--- config.mk ---
export PLATFORM = sky130hd
export DESIGN_NAME = sfsp_status_prot
export DESIGN_NICKNAME = d
export VERILOG_FILES = /design/src/rtl/sfsp_pkg.sv /design/src/rtl/sfsp_region_decode.sv /design/src/rtl/sfsp_status_prot.sv
export SDC_FILE = /design/constraint.sdc
export NUM_CORES = 1
export LEC_CHECK = 0
export BUFFER_PORTS_ARGS = -buffer_cell sky130_fd_sc_hd__clkbuf_2
export CORE_ASPECT_RATIO = 1.4
export CORE_MARGIN = 2
export CORE_UTILIZATION = 25
export CTS_CLUSTER_SIZE = 25
export DETAILED_ROUTE_END_ITERATION = 8
export PLACE_DENSITY = 0.55
export SLEW_MARGIN = 10
export SYNTH_ARGS = -nofsm -noshare
export SYNTH_HDL_FRONTEND = slang
export SYNTH_SLANG_ARGS = --single-unit
--- constraint.sdc ---
create_clock -name ref_clk_i -period 5.2 [get_ports ref_clk_i]
set_clock_uncertainty 0.05 [all_clocks]
set_input_delay 0 -clock ref_clk_i [delete_from_list [all_inputs] [get_ports ref_clk_i]]
set_output_delay 0 -clock ref_clk_i [all_outputs]
set_load 0.005 [all_outputs]
--- src/rtl/sfsp_pkg.sv ---
// Constants, field layout and carrier types of the flash status block.
// Assumes a command front end that delivers decoded, whole commands.
//
// Contract
// - S0 shows busy for program, erase, status write
// - S1 latch; clear latch refuses all writes
// - Five protect bits S6..S2 pick shielded region
// - Protect bits change only outside hardware lock
// - Chip erase only with empty or full code
// - Mode bits S8..S7 select status protection
// - Mode 00: writable whenever latch set
// - Mode 01, pin low: status locked
// - Mode 01, pin high: writable after latch set
// - Mode 10: locked until power cycle
// - Mode 11: status never writable; the code's reset loads mode 00, as for mode 10
// - S9 quad enable turns pins into data
// - Lock bits S13..S11 set once, never cleared; the code's reset clears them
// - Any lock bit freezes security registers
// - S14 complement combines with protect bits
// - Complement inverts the shielded region
// - Suspend sets erase or program suspend flag
// - Resume, soft reset, power cycle clear flags
// - Write-enable command sets the latch
// - Latch clears on disable, writes, erases
// - Pin low guards protect and mode bits
`default_nettype none

package sfsp_pkg;

  localparam int ADDR_W        = 24;
  localparam int SR_W          = 16;
  localparam int CLK_PERIOD_NS = 8;

  // Status word bit positions
  localparam int WIP_BIT  = 0;
  localparam int WEL_BIT  = 1;
  localparam int BP_LSB   = 2;
  localparam int BP_W     = 5;
  localparam int SRP_LSB  = 7;
  localparam int QE_BIT   = 9;
  localparam int PSUS_BIT = 10;
  localparam int LB_LSB   = 11;
  localparam int LB_W     = 3;
  localparam int CMP_BIT  = 14;
  localparam int ESUS_BIT = 15;

  // Protection mode encodings
  localparam logic [1:0] SRP_SOFT     = 2'h0;
  localparam logic [1:0] SRP_HARD     = 2'h1;
  localparam logic [1:0] SRP_LOCKDOWN = 2'h2;
  localparam logic [1:0] SRP_OTP      = 2'h3;

  // Defaults of the remembered fields
  localparam logic [4:0] BP_RESET  = 5'h00;
  localparam logic [1:0] SRP_RESET = 2'h0;
  localparam logic [2:0] LB_RESET  = 3'h0;

  // Region sizes, one bit wider than an address
  localparam logic [2:0]  BP_CODE_NONE = 3'h0;
  localparam logic [2:0]  BP_CODE_ALL  = 3'h7;
  localparam logic [2:0]  BP_CODE_CAP  = 3'h4;
  localparam logic [24:0] ARRAY_SIZE   = 25'h1000000;
  localparam logic [24:0] LARGE_UNIT   = 25'h0040000;
  localparam logic [24:0] SMALL_UNIT   = 25'h0001000;

  typedef enum logic [3:0] {
    OP_NOP, OP_SET_WEL, OP_CLR_WEL, OP_SR_WRITE, OP_PAGE_PROG,
    OP_SECT_ERASE, OP_BLK_ERASE, OP_CHIP_ERASE, OP_SUSPEND,
    OP_RESUME, OP_RST_ENABLE, OP_RST, OP_SEC_PROG, OP_SEC_ERASE
  } sfsp_op_e;

  typedef enum logic [2:0] {
    KIND_PROG, KIND_SECT_ERASE, KIND_BLK_ERASE, KIND_CHIP_ERASE,
    KIND_SEC_PROG, KIND_SEC_ERASE
  } sfsp_kind_e;

  typedef struct packed {
    logic              valid;
    sfsp_op_e          op;
    logic [ADDR_W-1:0] addr;
    logic [SR_W-1:0]   data;
  } sfsp_cmd_s;

  typedef struct packed {
    logic              start;
    logic              suspend;
    logic              resume;
    logic              abort;
    sfsp_kind_e        kind;
    logic [ADDR_W-1:0] addr;
  } sfsp_eng_s;

endpackage

`default_nettype wire

--- src/rtl/sfsp_region_decode.sv ---
// Decodes whether an array address lies in the shielded region.
// Purely combinational; the caller registers what it drives out.
`default_nettype none

module sfsp_region_decode
  import sfsp_pkg::*;
(
  input  wire logic [BP_W-1:0]   bp_i,
  input  wire logic              cmp_i,
  input  wire logic [ADDR_W-1:0] addr_i,
  output logic                   hit_o
);

  logic [2:0]  code;
  logic [2:0]  shift;
  logic [24:0] size;
  logic [24:0] addr_w;
  logic        plain;

  // Ordinary region first, then the complement flips it
  always_comb begin
    code   = bp_i[2:0];
    addr_w = {1'b0, addr_i};
    shift  = 3'h0;
    size   = SMALL_UNIT;
    plain  = 1'b0;
    if (code == BP_CODE_NONE) begin
      plain = 1'b0;
    end else if (code == BP_CODE_ALL) begin
      plain = 1'b1;
    end else begin
      // Small slices stop growing at 32 KB
      if (bp_i[4] && code >= BP_CODE_CAP) begin
        shift = 3'h3;
      end else begin
        shift = code - 3'h1;
      end
      size = (bp_i[4] ? SMALL_UNIT : LARGE_UNIT) << shift;
      if (bp_i[3]) begin
        plain = addr_w < size;
      end else begin
        plain = addr_w >= (ARRAY_SIZE - size);
      end
    end
    hit_o = plain ^ cmp_i;
  end

endmodule

`default_nettype wire

--- src/rtl/sfsp_status_prot.sv ---
// Status word and write protection of a serial NOR flash.
// Assumes a same-clock front end delivering one decoded command per
// valid pulse, and an array engine that pulses eng_done_i when done.
`default_nettype none

module sfsp_status_prot
  import sfsp_pkg::*;
#(
  parameter int SR_WRITE_TIME_NS = 1000
)
(
  input  wire logic      ref_clk_i,
  input  wire logic      rst_n_i,
  input  wire sfsp_cmd_s cmd_i,
  input  wire logic      wp_n_i,
  input  wire logic      eng_done_i,
  output logic           [SR_W-1:0] status_o,
  output sfsp_eng_s      eng_o,
  output logic           cmd_reject_o,
  output logic           quad_mode_o
);

  // Status write busy time, rounded up, at least one cycle
  localparam int SR_WRITE_CYC_RAW =
    (SR_WRITE_TIME_NS + CLK_PERIOD_NS - 1) / CLK_PERIOD_NS;
  localparam int SR_WRITE_CYC =
    (SR_WRITE_CYC_RAW < 1) ? 1 : SR_WRITE_CYC_RAW;
  localparam int CNT_W = $clog2(SR_WRITE_CYC + 1);
  localparam logic [CNT_W-1:0] SR_CNT_LOAD = CNT_W'(SR_WRITE_CYC - 1);
  localparam logic [CNT_W-1:0] CNT_ZERO = '0;

  typedef enum logic [1:0] {
    ST_IDLE, ST_SR_BUSY, ST_OP_BUSY, ST_SUSPENDED
  } sfsp_state_e;

  // Chip erase allowed only with nothing or everything coded
  function automatic logic chip_erase_ok(input logic [BP_W-1:0] bp,
                                         input logic cmp);
    chip_erase_ok = (bp[2:0] == BP_CODE_NONE && !cmp) ||
                    (bp[2:0] == BP_CODE_ALL && cmp);
  endfunction

  // Erase operations set the erase flag when suspended
  function automatic logic is_erase(input sfsp_kind_e k);
    is_erase = (k != KIND_PROG) && (k != KIND_SEC_PROG);
  endfunction

  // Reset release and pin synchronisers
  logic rst_meta_reg;
  logic rst_sync_n;
  logic wp_meta_reg;
  logic wp_sync_reg;

  always_ff @(posedge ref_clk_i or negedge rst_n_i) begin
    if (!rst_n_i) begin
      rst_meta_reg <= 1'b0;
      rst_sync_n   <= 1'b0;
    end else begin
      rst_meta_reg <= 1'b1;
      rst_sync_n   <= rst_meta_reg;
    end
  end

  // The pin comes from outside, so it passes two flops first
  always_ff @(posedge ref_clk_i or negedge rst_sync_n) begin
    if (!rst_sync_n) begin
      wp_meta_reg <= 1'b1;
      wp_sync_reg <= 1'b1;
    end else begin
      wp_meta_reg <= wp_n_i;
      wp_sync_reg <= wp_meta_reg;
    end
  end

  // Control state
  sfsp_state_e       state_reg, state_next;
  logic              wel_reg, wel_next;
  logic [BP_W-1:0]   bp_reg, bp_next;
  logic [1:0]        srp_reg, srp_next;
  logic              qe_reg, qe_next;
  logic [LB_W-1:0]   lb_reg, lb_next;
  logic              cmp_reg, cmp_next;
  logic              esus_reg, esus_next;
  logic              psus_reg, psus_next;
  logic              armed_reg, armed_next;
  logic [CNT_W-1:0]  cnt_reg, cnt_next;
  sfsp_kind_e        kind_reg, kind_next;
  logic [SR_W-1:0]   status_reg, status_next;
  sfsp_eng_s         eng_reg, eng_next;
  logic              reject_reg, reject_next;

  logic wp_eff;
  logic sr_write_ok;
  logic region_hit;
  logic wip_next;

  sfsp_region_decode u_region (
    .bp_i   (bp_reg),
    .cmp_i  (cmp_reg),
    .addr_i (cmd_i.addr),
    .hit_o  (region_hit)
  );

  // With quad mode on the pin carries data and no longer guards
  assign wp_eff = qe_reg ? 1'b1 : wp_sync_reg;

  // Status writability by protection mode
  always_comb begin
    case (srp_reg)
      SRP_SOFT:     sr_write_ok = wel_reg;
      SRP_HARD:     sr_write_ok = wel_reg && wp_eff;
      SRP_LOCKDOWN: sr_write_ok = 1'b0;
      SRP_OTP:      sr_write_ok = 1'b0;
      default:      sr_write_ok = 1'b0;
    endcase
  end

  // Next-state logic for the command sequencer and status fields
  always_comb begin
    state_next  = state_reg;
    wel_next    = wel_reg;
    bp_next     = bp_reg;
    srp_next    = srp_reg;
    qe_next     = qe_reg;
    lb_next     = lb_reg;
    cmp_next    = cmp_reg;
    esus_next   = esus_reg;
    psus_next   = psus_reg;
    armed_next  = armed_reg;
    cnt_next    = cnt_reg;
    kind_next   = kind_reg;
    reject_next = 1'b0;
    eng_next    = eng_reg;
    eng_next.start   = 1'b0;
    eng_next.suspend = 1'b0;
    eng_next.resume  = 1'b0;
    eng_next.abort   = 1'b0;

    // Completion of the busy phases: timed for a status write, on eng_done_i for an operation
    case (state_reg)
      ST_SR_BUSY: begin
        if (cnt_reg == CNT_ZERO) begin
          state_next = ST_IDLE;
        end else begin
          cnt_next = cnt_reg - CNT_W'(1);
        end
      end
      ST_OP_BUSY: begin
        if (eng_done_i) begin
          state_next = ST_IDLE;
        end
      end
      default: begin
      end
    endcase

    if (cmd_i.valid) begin
      // Reset must directly follow its enable command
      armed_next = (cmd_i.op == OP_RST_ENABLE);
      case (cmd_i.op)
        OP_SET_WEL: begin
          if (state_reg == ST_IDLE || state_reg == ST_SUSPENDED) begin
            wel_next = 1'b1;
          end
        end
        OP_CLR_WEL: begin
          if (state_reg == ST_IDLE || state_reg == ST_SUSPENDED) begin
            wel_next = 1'b0;
          end
        end
        OP_SR_WRITE: begin
          if (state_reg != ST_IDLE || !wel_reg) begin
            reject_next = 1'b1;
          end else begin
            wel_next = 1'b0;
            if (sr_write_ok) begin
              bp_next   = cmd_i.data[BP_LSB +: BP_W];
              srp_next  = cmd_i.data[SRP_LSB +: 2];
              qe_next   = cmd_i.data[QE_BIT];
              lb_next   = lb_reg | cmd_i.data[LB_LSB +: LB_W];
              cmp_next  = cmd_i.data[CMP_BIT];
              cnt_next  = SR_CNT_LOAD;
              state_next = ST_SR_BUSY;
            end else begin
              reject_next = 1'b1;
            end
          end
        end
        OP_PAGE_PROG, OP_SECT_ERASE, OP_BLK_ERASE, OP_CHIP_ERASE,
        OP_SEC_PROG, OP_SEC_ERASE: begin
          if (state_reg != ST_IDLE || !wel_reg) begin
            reject_next = 1'b1;
          end else begin
            wel_next = 1'b0;
            case (cmd_i.op)
              OP_PAGE_PROG:  kind_next = KIND_PROG;
              OP_SECT_ERASE: kind_next = KIND_SECT_ERASE;
              OP_BLK_ERASE:  kind_next = KIND_BLK_ERASE;
              OP_CHIP_ERASE: kind_next = KIND_CHIP_ERASE;
              OP_SEC_PROG:   kind_next = KIND_SEC_PROG;
              default:       kind_next = KIND_SEC_ERASE;
            endcase
            if (cmd_i.op == OP_CHIP_ERASE) begin
              reject_next = !chip_erase_ok(bp_reg, cmp_reg);
            end else if (cmd_i.op == OP_SEC_PROG ||
                         cmd_i.op == OP_SEC_ERASE) begin
              reject_next = (lb_reg != LB_RESET);
            end else begin
              reject_next = region_hit;
            end
            // A dropped operation never starts the engine
            if (!reject_next) begin
              state_next     = ST_OP_BUSY;
              eng_next.start = 1'b1;
              eng_next.kind  = kind_next;
              eng_next.addr  = cmd_i.addr;
            end
          end
        end
        OP_SUSPEND: begin
          if (state_reg == ST_OP_BUSY && !eng_done_i &&
              kind_reg != KIND_CHIP_ERASE) begin
            if (is_erase(kind_reg)) begin
              esus_next = 1'b1;
            end else begin
              psus_next = 1'b1;
            end
            eng_next.suspend = 1'b1;
            state_next = ST_SUSPENDED;
          end else begin
            reject_next = 1'b1;
          end
        end
        OP_RESUME: begin
          if (state_reg == ST_SUSPENDED) begin
            esus_next = 1'b0;
            psus_next = 1'b0;
            eng_next.resume = 1'b1;
            state_next = ST_OP_BUSY;
          end else begin
            reject_next = 1'b1;
          end
        end
        OP_RST: begin
          if (armed_reg) begin
            // Soft reset drops a suspended operation for good
            esus_next = 1'b0;
            psus_next = 1'b0;
            wel_next  = 1'b0;
            if (state_reg == ST_SUSPENDED) begin
              eng_next.abort = 1'b1;
              state_next = ST_IDLE;
            end
          end else begin
            reject_next = 1'b1;
          end
        end
        default: begin
        end
      endcase
    end

    wip_next = (state_next == ST_SR_BUSY) ||
               (state_next == ST_OP_BUSY);
    status_next = '0;
    status_next[WIP_BIT]           = wip_next;
    status_next[WEL_BIT]           = wel_next;
    status_next[BP_LSB +: BP_W]    = bp_next;
    status_next[SRP_LSB +: 2]      = srp_next;
    status_next[QE_BIT]            = qe_next;
    status_next[PSUS_BIT]          = psus_next;
    status_next[LB_LSB +: LB_W]    = lb_next;
    status_next[CMP_BIT]           = cmp_next;
    status_next[ESUS_BIT]          = esus_next;
  end

  // Register stage; reset stands for a power cycle
  always_ff @(posedge ref_clk_i or negedge rst_sync_n) begin
    if (!rst_sync_n) begin
      state_reg  <= ST_IDLE;
      wel_reg    <= 1'b0;
      bp_reg     <= BP_RESET;
      srp_reg    <= SRP_RESET;
      qe_reg     <= 1'b0;
      lb_reg     <= LB_RESET;
      cmp_reg    <= 1'b0;
      esus_reg   <= 1'b0;
      psus_reg   <= 1'b0;
      armed_reg  <= 1'b0;
      cnt_reg    <= CNT_ZERO;
      kind_reg   <= KIND_PROG;
      status_reg <= '0;
      eng_reg    <= '0;
      reject_reg <= 1'b0;
    end else begin
      state_reg  <= state_next;
      wel_reg    <= wel_next;
      bp_reg     <= bp_next;
      srp_reg    <= srp_next;
      qe_reg     <= qe_next;
      lb_reg     <= lb_next;
      cmp_reg    <= cmp_next;
      esus_reg   <= esus_next;
      psus_reg   <= psus_next;
      armed_reg  <= armed_next;
      cnt_reg    <= cnt_next;
      kind_reg   <= kind_next;
      status_reg <= status_next;
      eng_reg    <= eng_next;
      reject_reg <= reject_next;
    end
  end

  assign status_o     = status_reg;
  assign eng_o        = eng_reg;
  assign cmd_reject_o = reject_reg;
  assign quad_mode_o  = status_reg[QE_BIT];

endmodule

`default_nettype wire

# ---- After elaboration in Yosys (flattened, before gate mapping)
# Cells that the tools add are included.
dict set report word_totals {
  regBits 80
  input_bits 49
}
dict set report op_classes {
  addsub 3
  magnitude_cmp 3
  n_eq_ne 24
  n_shift 1
  mux 93
  bitwise 4
  reduce_logical 28
}
# operator n
set op_table {}
lappend op_table {{two-way mux 27 bit} 3}
lappend op_table {{two-way mux 1 bit} 48}
lappend op_table {{two-way mux 7 bit} 6}
lappend op_table {{two-way mux 31 bit} 1}
lappend op_table {{two-way mux 2 bit} 15}
lappend op_table {{>= comparator 24 x 25 -> 1 bit} 1}
lappend op_table {{less-than comparator 24 x 25 -> 1 bit} 1}
lappend op_table {{<< shifter 25 x 3 -> 25 bit} 1}
lappend op_table {{subtractor 25 bit (first input constant)} 1}
lappend op_table {{equality test 4 bit (second input constant)} 6}
lappend op_table {{two-way mux 3 bit} 7}
lappend op_table {{two-way mux 5 bit} 4}
lappend op_table {{two-way mux 19 bit} 1}
lappend op_table {{equality test 4 x 3 -> 1 bit (second input constant)} 4}
lappend op_table {{one-hot mux 3 bit (5 select lines)} 1}
lappend op_table {{equality test 2 bit (second input constant)} 5}
lappend op_table {{one-hot mux 2 bit (5 select lines)} 1}
lappend op_table {{one-hot mux 1 bit (3 select lines)} 3}
lappend op_table {{equality test 4 x 2 -> 1 bit (second input constant)} 2}
lappend op_table {{logical AND 1 bit} 7}
lappend op_table {{zero test 7 bit} 1}
lappend op_table {{OR reduction 7 bit} 1}
lappend op_table {{subtractor 7 x 1 -> 7 bit (second input constant)} 1}
lappend op_table {{equality test 2 x 1 -> 1 bit (second input constant)} 3}
lappend op_table {{other kinds (22)} 32}

# ---- Depth between registers and ports, before layout
# Gate-level depths: netlist (run 1).
dict set report logic_depth {
  depth_word 23
  mapped_depth 20
  depth_no_buf 17
}

# ---- Modules after synthesis
# A second synthesis (run 1) with hierarchy kept.
dict set report hier_totals {
  hier_cells 370
  hier_area_um2 3853.7
}
# module n_inst cells_each area_each_um2
set by_module_without_submodules {}
lappend by_module_without_submodules {sfsp_status_prot 1 255 2991.6}
lappend by_module_without_submodules {sfsp_region_decode 1 115 862.1}

# ---- Worst setup path before layout (run 1)
# No wires, ideal clock.
dict set report synth_timing {
  path_kind {register to register}
  startpoint {register status_o[2] (netlist name)}
  endpoint {register eng_reg, in the netlist eng_o[0]}
  setup_ns 0.125
  t_arrival_ns 4.281
  setup_slack_ns 0.744
  stages_incl_launch_ff 20
  path_buffers 3
  period_less_slack_ns 4.456
  path_cell_list {dfrtp_1 > inv_1 > ha_1 > clkbuf_1 > nand3b_1 > or3_1 > ha_1 > mux2i_1 > ha_1 > nand4_1 > or2_2 > a2111oi_2 > or3_4 > o21ai_0 > mux2i_1 > nor2_2 > or2_1 > buf_6 > buf_12 > mux2_4}
}
# item line
set synth_lines {}
lappend synth_lines {{to (signal assigned)} sfsp_status_prot.sv:309} ;# eng_reg <= eng_next;
lappend synth_lines {{to (decl)} sfsp_status_prot.sv:89} ;# sfsp_eng_s eng_reg, eng_next;

==> impl_metrics.sql, run 1 <==
INSERT INTO impl_metrics (metric_group, metric, value, unit) VALUES
('die', 'die_height', '152', 'um'),
('setup_path', 'timing_worst_setup_path_type', 'reg -> reg', ''),
('cts', 'clk_pin_slew_worst_paths', '0.06', 'ns'),
('cts', 'holdBufCountCts', '40', ''),
('power', 'p_total', '2190', 'uW'),
('detailed_routing', 'finalWirelength', '10.1', 'mm'),
('die', 'die-width', '110', 'um'),
('timing', 'min_period_over_period', '0.880', ''),
('timing', 'achievable-frequency', '0.219', 'GHz'),
('die', 'initial_core_util', '0.254', ''),
('cts', 'number_of_h_tree_branching_levels', '3', ''),
('layout', 'layout.area.seq', '0.00163', 'sq mm'),
('cts', 'tritoncts', 'built', ''),
('synth', 'synth.area.top_cells', 'sky130_fd_sc_hd__dfrtp_1, sky130_fd_sc_hd__ha_1, sky130_fd_sc_hd__mux2_4, sky130_fd_sc_hd__mux2_2, sky130_fd_sc_hd__nor2_1', ''),
('synth', 'syn_nets', '453', ''),
('global_route', 'grt_util_all_layers', '0.128', ''),
('cts', 'worstSkewPairLatency', '0.33', 'ns'),
('die', 'total_i_o_pin_count', '98', ''),
('setup_path', 'worst_path_dominant_cell_family', 'simple AND/OR/NAND/NOR gates', ''),
('timing', 'slew_headroom', '0.383', ''),
('die', 'floorplan_core_area', '0.0155', 'sq mm'),
('detailed_routing', 'average_wire_per_cell_in_the_routed_design', '14.4', 'um'),
('detailed_routing', 'drc', '0', ''),
('cts', 'cts_buffer_depth', '2', ''),
('synth', 'netlist-cell-type-count', '60', ''),
('layout', 'fin_nets', '584', ''),
('detailed_routing', 'dr_total_vias', '3328', ''),
('placed_design', 'buffer_ports.inserted', '93', ''),
('synth', 'synth_async_sr_flop_share', '1.00', ''),
('detailed_routing', 'met2RoutedLength', '5.37', 'mm'),
('cts', 'cts_post_setup_buffers_inserted', '0', ''),
('global_route', 'grt_antenna_before_repair', '0', ''),
('layout', 'final_cells', '703', ''),
('synth', 'flip_flop_and_latch_count_after_synthesis', '65', ''),
('synth', 'synth_edf_count', '0', ''),
('detailed_routing', 'via_per_inst', '4.73', ''),
('synth', 'gate_count_of_the_mapped_netlist', '371', ''),
('synth', 'count_leader_synth', 'sky130_fd_sc_hd__dfrtp_1', ''),
('layout', 'filler_cell_count', '1545', ''),
('cts', 'cts.repair.resized', '0', ''),
('layout', 'largest_reg_flops', '31', ''),
('status', 'outcome', 'complete, no violations', ''),
('placed_design', 'place_area', '0.00456', 'sq mm'),
('timing', 'worstMarginPinSlew', '0.926', 'ns'),
('setup_path', 'endpoint_kind', 'flip-flop', ''),
('worst_hold_path', 'hold_class', 'in -> reg', ''),
('layout', 'area_of_the_multi_input_gates', '0.00211', 'sq mm'),
('timing', 'report.final.setup_viol', '0', ''),
('detailed_routing', 'drt_pre_antenna_iters', '4', ''),
('setup_path', 'worstPathBufferInverterCount', '2', ''),
('setup_path', 'cpPeakStageDelay', '0.41', 'ns'),
('setup_path', 'start_kind', 'flip-flop', ''),
('setup_path', 'worstPathCellList', 'inv_1 -> ha_1 -> nand3b_1 -> or3_1 -> ha_1 -> xnor2_1 -> ha_1 -> and3_1 -> o21ai_0 -> a2111oi_2 -> or3_4 -> o21ai_0 -> mux2i_1 -> nor2_2 -> or2_2 -> buf_12 -> mux2_2', ''),
('placed_design', 'placed_cells_incl_taps', '647', ''),
('placed_design', 'routabilityCongestion', '0.830', ''),
('timing', 'finalWorstPathRequiredPeriod', '4.57', 'ns'),
('setup_path', 'crit_required', '5.36', 'ns'),
('detailed_routing', 'wl_met3', '456', 'um'),
('die', 'die_area', '0.0168', 'sq mm'),
('synth', 'postSynthAreaPerCell', '10.6', 'sq um'),
('cts', 'cts_buffers', '9', ''),
('setup_path', 'slowest_stage', 'sky130_fd_sc_hd__o21ai_0', ''),
('timing', 'fin_tns_setup', '0', 'ns'),
('setup_path', 'cpMostUsedCell', 'sky130_fd_sc_hd__ha_1', ''),
('synth', 'synthTopCellsByCount', 'sky130_fd_sc_hd__dfrtp_1, sky130_fd_sc_hd__ha_1, sky130_fd_sc_hd__nor2_1, sky130_fd_sc_hd__nand2_1, sky130_fd_sc_hd__mux2_4', ''),
('cts', 'numClockSinks', '65', ''),
('setup_path', 'critical_path_peak_fanout', '27', ''),
('synth', 'synth.top_cell.area_share', '0.401', ''),
('timing', 'report.final.hold_viol_count', '0', ''),
('synth', 'yosysWarnings', '0', ''),
('detailed_routing', 'drt_iter0_markers', '81', '');
## routing by layer
layer	vias to the layer above	global-route usage
met2	96	0.229
met3	18	0.0308
met4	0	0.0506
met1	1616	0.143
met5	-	0
li1	1598	-
## logic make-up after synthesis
family          synth area share
mux                        0.119
compound gates             0.135
other cells             0.000954
simple gates               0.163
xor+xnor                  0.0137
flops                      0.414
buf+inv                   0.0490
fa+ha+maj                  0.105
## placed cells by master, fill, tap and decap left out, types with 4 or more instances in the layout
cell	n
sky130_fd_sc_hd__dfrtp_1	62
sky130_fd_sc_hd__a21oi_1	14
sky130_fd_sc_hd__inv_1	14
sky130_fd_sc_hd__mux2_2	15
sky130_fd_sc_hd__nand2_1	25
sky130_fd_sc_hd__ha_1	33
sky130_fd_sc_hd__buf_4	5
sky130_fd_sc_hd__dlygate4sd3_1	40
sky130_fd_sc_hd__o21ai_0	14
sky130_fd_sc_hd__clkbuf_16	9
sky130_fd_sc_hd__nor2b_1	6
sky130_fd_sc_hd__and3_1	4
sky130_fd_sc_hd__clkbuf_2	93
sky130_fd_sc_hd__nor3_1	12
sky130_fd_sc_hd__nor2_1	29
sky130_fd_sc_hd__or3_1	4
sky130_fd_sc_hd__mux2_4	18
sky130_fd_sc_hd__nand2b_1	9
sky130_fd_sc_hd__a21o_1	7
sky130_fd_sc_hd__nand3_1	10
sky130_fd_sc_hd__a211o_1	7
sky130_fd_sc_hd__a31oi_1	6
## worst register-to-register path: stages, from the launching register on
cell and delay, ns:
sky130_fd_sc_hd__dfrtp_1 0.39, sky130_fd_sc_hd__inv_1 0.09, sky130_fd_sc_hd__ha_1 0.30, sky130_fd_sc_hd__nand3b_1 0.14, sky130_fd_sc_hd__or3_1 0.39, sky130_fd_sc_hd__ha_1 0.27, sky130_fd_sc_hd__xnor2_1 0.17, sky130_fd_sc_hd__ha_1 0.26
sky130_fd_sc_hd__and3_1 0.15, sky130_fd_sc_hd__o21ai_0 0.41, sky130_fd_sc_hd__a2111oi_2 0.18, sky130_fd_sc_hd__or3_4 0.37, sky130_fd_sc_hd__o21ai_0 0.15, sky130_fd_sc_hd__mux2i_1 0.10, sky130_fd_sc_hd__nor2_2 0.23, sky130_fd_sc_hd__or2_2 0.19
sky130_fd_sc_hd__buf_12 0.23, sky130_fd_sc_hd__mux2_2 0.37
## per-stage QoR
stage / hold WS, ns / setup WS, ns / util
4_1_cts: 0.0637 / 0.646 / 0.340
5_1_grt: 0.108 / 0.308 / 0.340
6_report: 0.0866 / 0.625 / 0.340
3_5_place_dp: -0.261 / 0.671 / 0.295
2_1_floorplan: -0.346 / 0.744 / -
3_3_place_gp: -0.263 / 0.685 / 0.295
## where the power goes
part,internal [uW],leakage [uW],switching (uW)
registers,673,0.000832,114
clock network,396,0.000150,218
logic,421,0.00166,366
total,1490,0.00265,698
## worst paths after layout
| check | from | end | cells after the start |
|---|---|---|---|
| setup reg to reg | status_o[3]$_DFFE_PN0P_ | eng_o[10]$_DFFE_PN0P_ | 17 |
| max in group asynchronous | rst_sync_n$_DFF_PN0_ | status_o[14]$_DFFE_PN0P_ | 1 |
| hold reg to reg | wp_meta_reg$_DFF_PN1_ | wp_sync_reg$_DFF_PN1_ | 0 |
| setup / recovery | status_o[3]$_DFFE_PN0P_ | eng_o[10]$_DFFE_PN0P_ | 17 |
| hold / removal | cmd_i[40] | eng_o[24]$_DFFE_PN0P_ | 2 |
| min in group asynchronous | rst_sync_n$_DFF_PN0_ | eng_o[28]$_DFF_PN0_ | 1 |
## final cells by class
| type | instances | area share |
|---|---|---|
| clock buffer | 13 | 0.0495 |
| clock inverter | 3 | 0.00761 |
| inverter | 14 | 0.00999 |
| multi-input combinational | 273 | 0.401 |
| sequential | 65 | 0.310 |
| tap | 196 | 0.0466 |
| timing repair buffer | 139 | 0.175 |
No activity file was read; power rests on OpenSTA's default activity.
==> run 2: changes to the inputs <==
Settings changed: CORE_ASPECT_RATIO 1.4 to 2.
==> run 2 against run 1 <==
  * Global-route usage is 0.34 points higher
  * Largest cell class unchanged
  * Count of clock-buffer cells in the layout down 3
  * Critical path depth grew 1
  * Register-to-register slack worse by 0.13 ns
  * Largest power group is now sequential cells
  * Hold slack gained 0.0090 ns
  * Critical endpoint is now eng_o[23]$_DFFE_PN0P_
  * Sequential cell count unchanged
==> impl_metrics.sql, run 2 (synthesized netlist as in run 1, its figures left out) <==
INSERT INTO impl_metrics (metric_group, metric, value, unit) VALUES
('setup_path', 'worstReg2RegStart', 'status_o[2]$_DFFE_PN0P_', ''),
('cts', 'number_of_h_tree_branching_levels', '3', ''),
('setup_path', 'critical_path_peak_fanout', '10', ''),
('timing', 'report.final.setup_viol', '0', ''),
('cts', 'numClockSinks', '65', ''),
('worst_hold_path', 'worst_hold_startpoint', 'cmd_i[40]', ''),
('status', 'outcome', 'complete, no violations', ''),
('layout', 'layout_common_cells', 'sky130_fd_sc_hd__clkbuf_2, sky130_fd_sc_hd__dfrtp_1, sky130_fd_sc_hd__dlygate4sd3_1, sky130_fd_sc_hd__ha_1, sky130_fd_sc_hd__nor2_1', ''),
('timing', 'setup_repair_after_global_routing_missed_its_margin', 'false', ''),
('setup_path', 'cpPeakStageDelay', '0.51', 'ns'),
('timing', 'achievable-frequency', '0.213', 'GHz'),
('placed_design', 'buffer_ports.inserted', '93', ''),
('cts', 'tritoncts', 'built', ''),
('detailed_routing', 'drc', '0', ''),
('placed_design', 'dp_worst_setup_slack', '0.530', 'ns'),
('global_route', 'grt_start_max_net_pins', '47', ''),
('setup_path', 'start_kind', 'flip-flop', ''),
('global_route', 'grt-ovfl-total', '0', ''),
('detailed_routing', 'via_per_inst', '4.73', ''),
('timing', 'slew_viol_final', '0', ''),
('global_route', 'grt_antenna_before_repair', '0', ''),
('placed_design', 'hpwlAfterDp', '8.09', 'mm'),
('timing', 'fin_tns_setup', '0', 'ns'),
('setup_path', 'arrival', '4.87', 'ns'),
('power', 'ir_drop', '197', 'uV'),
('power', 'powerDensity', '416', 'mW/mm^2'),
('setup_path', 'timing_worst_setup_path_type', 'reg -> reg', ''),
('layout', 'post_route_cells_drive_above_1_share', '0.318', ''),
('timing', 'slew_headroom', '0.352', ''),
('die', 'floorplan_core_area', '0.0154', 'sq mm'),
('global_route', 'grt_util_all_layers', '0.132', ''),
('cts', 'cts.repair.resized', '0', ''),
('layout', 'mostFrequentLayoutCell', 'sky130_fd_sc_hd__clkbuf_2', ''),
('timing', 'min_period_over_period', '0.904', ''),
('die', 'die-width', '92.7', 'um'),
('global_route', 'first_global_vias', '3528', ''),
('setup_path', 'rrSetupSlack', '0.50', 'ns'),
('cts', 'cts_post_setup_buffers_inserted', '0', ''),
('detailed_routing', 'drt_iter0_markers', '137', ''),
('detailed_routing', 'average_wire_per_cell_in_the_routed_design', '15.3', 'um'),
('cts', 'clk_root_buffer_cell', 'sky130_fd_sc_hd__clkbuf_16', ''),
('detailed_routing', 'dr_total_vias', '3333', ''),
('setup_path', 'critical_path.reg2reg.endpoint', 'eng_o[23]$_DFFE_PN0P_', ''),
('die', 'die_area', '0.0168', 'sq mm'),
('timing', 'worstMarginPinSlew', '0.973', 'ns'),
('setup_path', 'worstPathCellList', 'inv_1 -> ha_1 -> xnor2_4 -> nor2b_1 -> a22oi_1 -> nand2b_1 -> mux2i_1 -> ha_1 -> a21oi_1 -> nor2_1 -> a31oi_1 -> o32ai_1 -> o41ai_1 -> mux2i_1 -> nor2_2 -> or2_2 -> buf_4 -> mux2_4', ''),
('layout', 'synth_to_final_area_change', '33.7', '%'),
('detailed_routing', 'drt_pre_antenna_iters', '6', ''),
('job', 'cap_viol_max_count', '0', ''),
('timing', 'finalWorstPathRequiredPeriod', '4.70', 'ns'),
('worst_hold_path', 'hold_path_depth', '2', ''),
('setup_path', 'slowest_stage', 'sky130_fd_sc_hd__dfrtp_1', ''),
('detailed_routing', 'finalWirelength', '10.7', 'mm'),
('worst_hold_path', 'hold_class', 'in -> reg', ''),
('power', 'p_leak', '0.00265', 'uW'),
('setup_path', 'endpoint_kind', 'flip-flop', ''),
('layout', 'largest_reg_flops', '31', ''),
('placed_design', 'routabilityCongestion', '0.896', ''),
('die', 'total_i_o_pin_count', '98', ''),
('global_route', 'grt_first_pass_wirelength', '17.2', 'mm'),
('layout', 'n_antenna_cell', '0', ''),
('setup_path', 'worstPathBufferInverterCount', '2', ''),
('detailed_routing', 'detail-route-antenna-nets', '0', ''),
('worst_hold_path', 'timing.hold.worst_endpoint', 'eng_o[24]$_DFFE_PN0P_', ''),
('setup_path', 'worstRegToRegCells', '18', ''),
('die', 'initial_core_util', '0.256', ''),
('die', 'die_height', '181', 'um'),
('setup_path', 'crit_required', '5.36', 'ns'),
('setup_path', 'worst_path_dominant_cell_family', 'compound AO/OA/AOI/OAI gates', ''),
('cts', 'cts_buffer_depth', '2', ''),
('timing', 'timing.final.ws_setup', '0.500', 'ns'),
('layout', 'fin_nets', '585', ''),
('cts', 'clk_pin_slew_worst_paths', '0.06', 'ns'),
('cts', 'holdBufCountCts', '40', ''),
('die', 'rows', '64', ''),
('placed_design', 'place_area', '0.00457', 'sq mm'),
('cts', 'worstSkewPairLatency', '0.33', 'ns'),
('timing', 'report.final.hold_viol_count', '0', ''),
('layout', 'final_area', '0.00526', 'sq mm'),
('cts', 'cts_buffers', '9', '');
[run 2: cell types whose count changed in the layout (fill, tap and decap cells not counted)]
| cell | previous run | this run |
|---|---|---|
| sky130_fd_sc_hd__clkbuf_1 | 2 | 0 |
| sky130_fd_sc_hd__clkbuf_8 | 2 | 1 |
| sky130_fd_sc_hd__clkinv_2 | 2 | 3 |
| sky130_fd_sc_hd__buf_4 | 5 | 6 |
[run 2: routing by layer]
layer	vias up	part of all wire	track usage
li1	1598	-	-
met1	1617	0.38	0.135
met2	101	0.55	0.248
met3	17	0.040	0.0261
met4	0	0.027	0.0641
met5	-	0	0
[run 2: layout make-up]
cell class              count  area [sq um]
fillers                  1572         10100
multi-input cells         273          2110
flip-flops and latches     65          1630
repair buffers            140           931
well taps                 198           248
clock buffers              10           239
inverters                  14          52.6
clock inverters             4          45.0
[run 2: worst max-delay path by stage]
stage | from | end | slack [ns] | cells after the start
global placement | status_o[2]$_DFFE_PN0P_ | eng_o[17]$_DFFE_PN0P_ | 0.62 | 18
global route | status_o[2]$_DFFE_PN0P_ | eng_o[23]$_DFFE_PN0P_ | 0.11 | 18
floorplan | status_o[2]$_DFFE_PN0P_ | eng_o[0]$_DFFE_PN0P_ | 0.74 | 19
CTS | status_o[2]$_DFFE_PN0P_ | eng_o[23]$_DFFE_PN0P_ | 0.50 | 18
finish | status_o[2]$_DFFE_PN0P_ | eng_o[23]$_DFFE_PN0P_ | 0.50 | 18
detailed placement | status_o[2]$_DFFE_PN0P_ | eng_o[23]$_DFFE_PN0P_ | 0.53 | 18
[run 2: metrics by stage]
step                      hold slack (ns)  power [uW]  instances  utilization
after global routing                0.107        2340        704        0.342
after CTS                          0.0857        2210        704        0.342
after detailed placement           -0.258        1580        650        0.297
after global placement             -0.262        1550        650        0.297
final                              0.0956        2180        704        0.342
after floorplan                    -0.346        1280        371            -
[run 2: where the power goes]
| part | leakage [uW] | switching (uW) | internal (uW) |
|---|---|---|---|
| sequential | 0.000832 | 123 | 673 |
| clock | 0.000144 | 217 | 376 |
| combinational | 0.00167 | 374 | 421 |
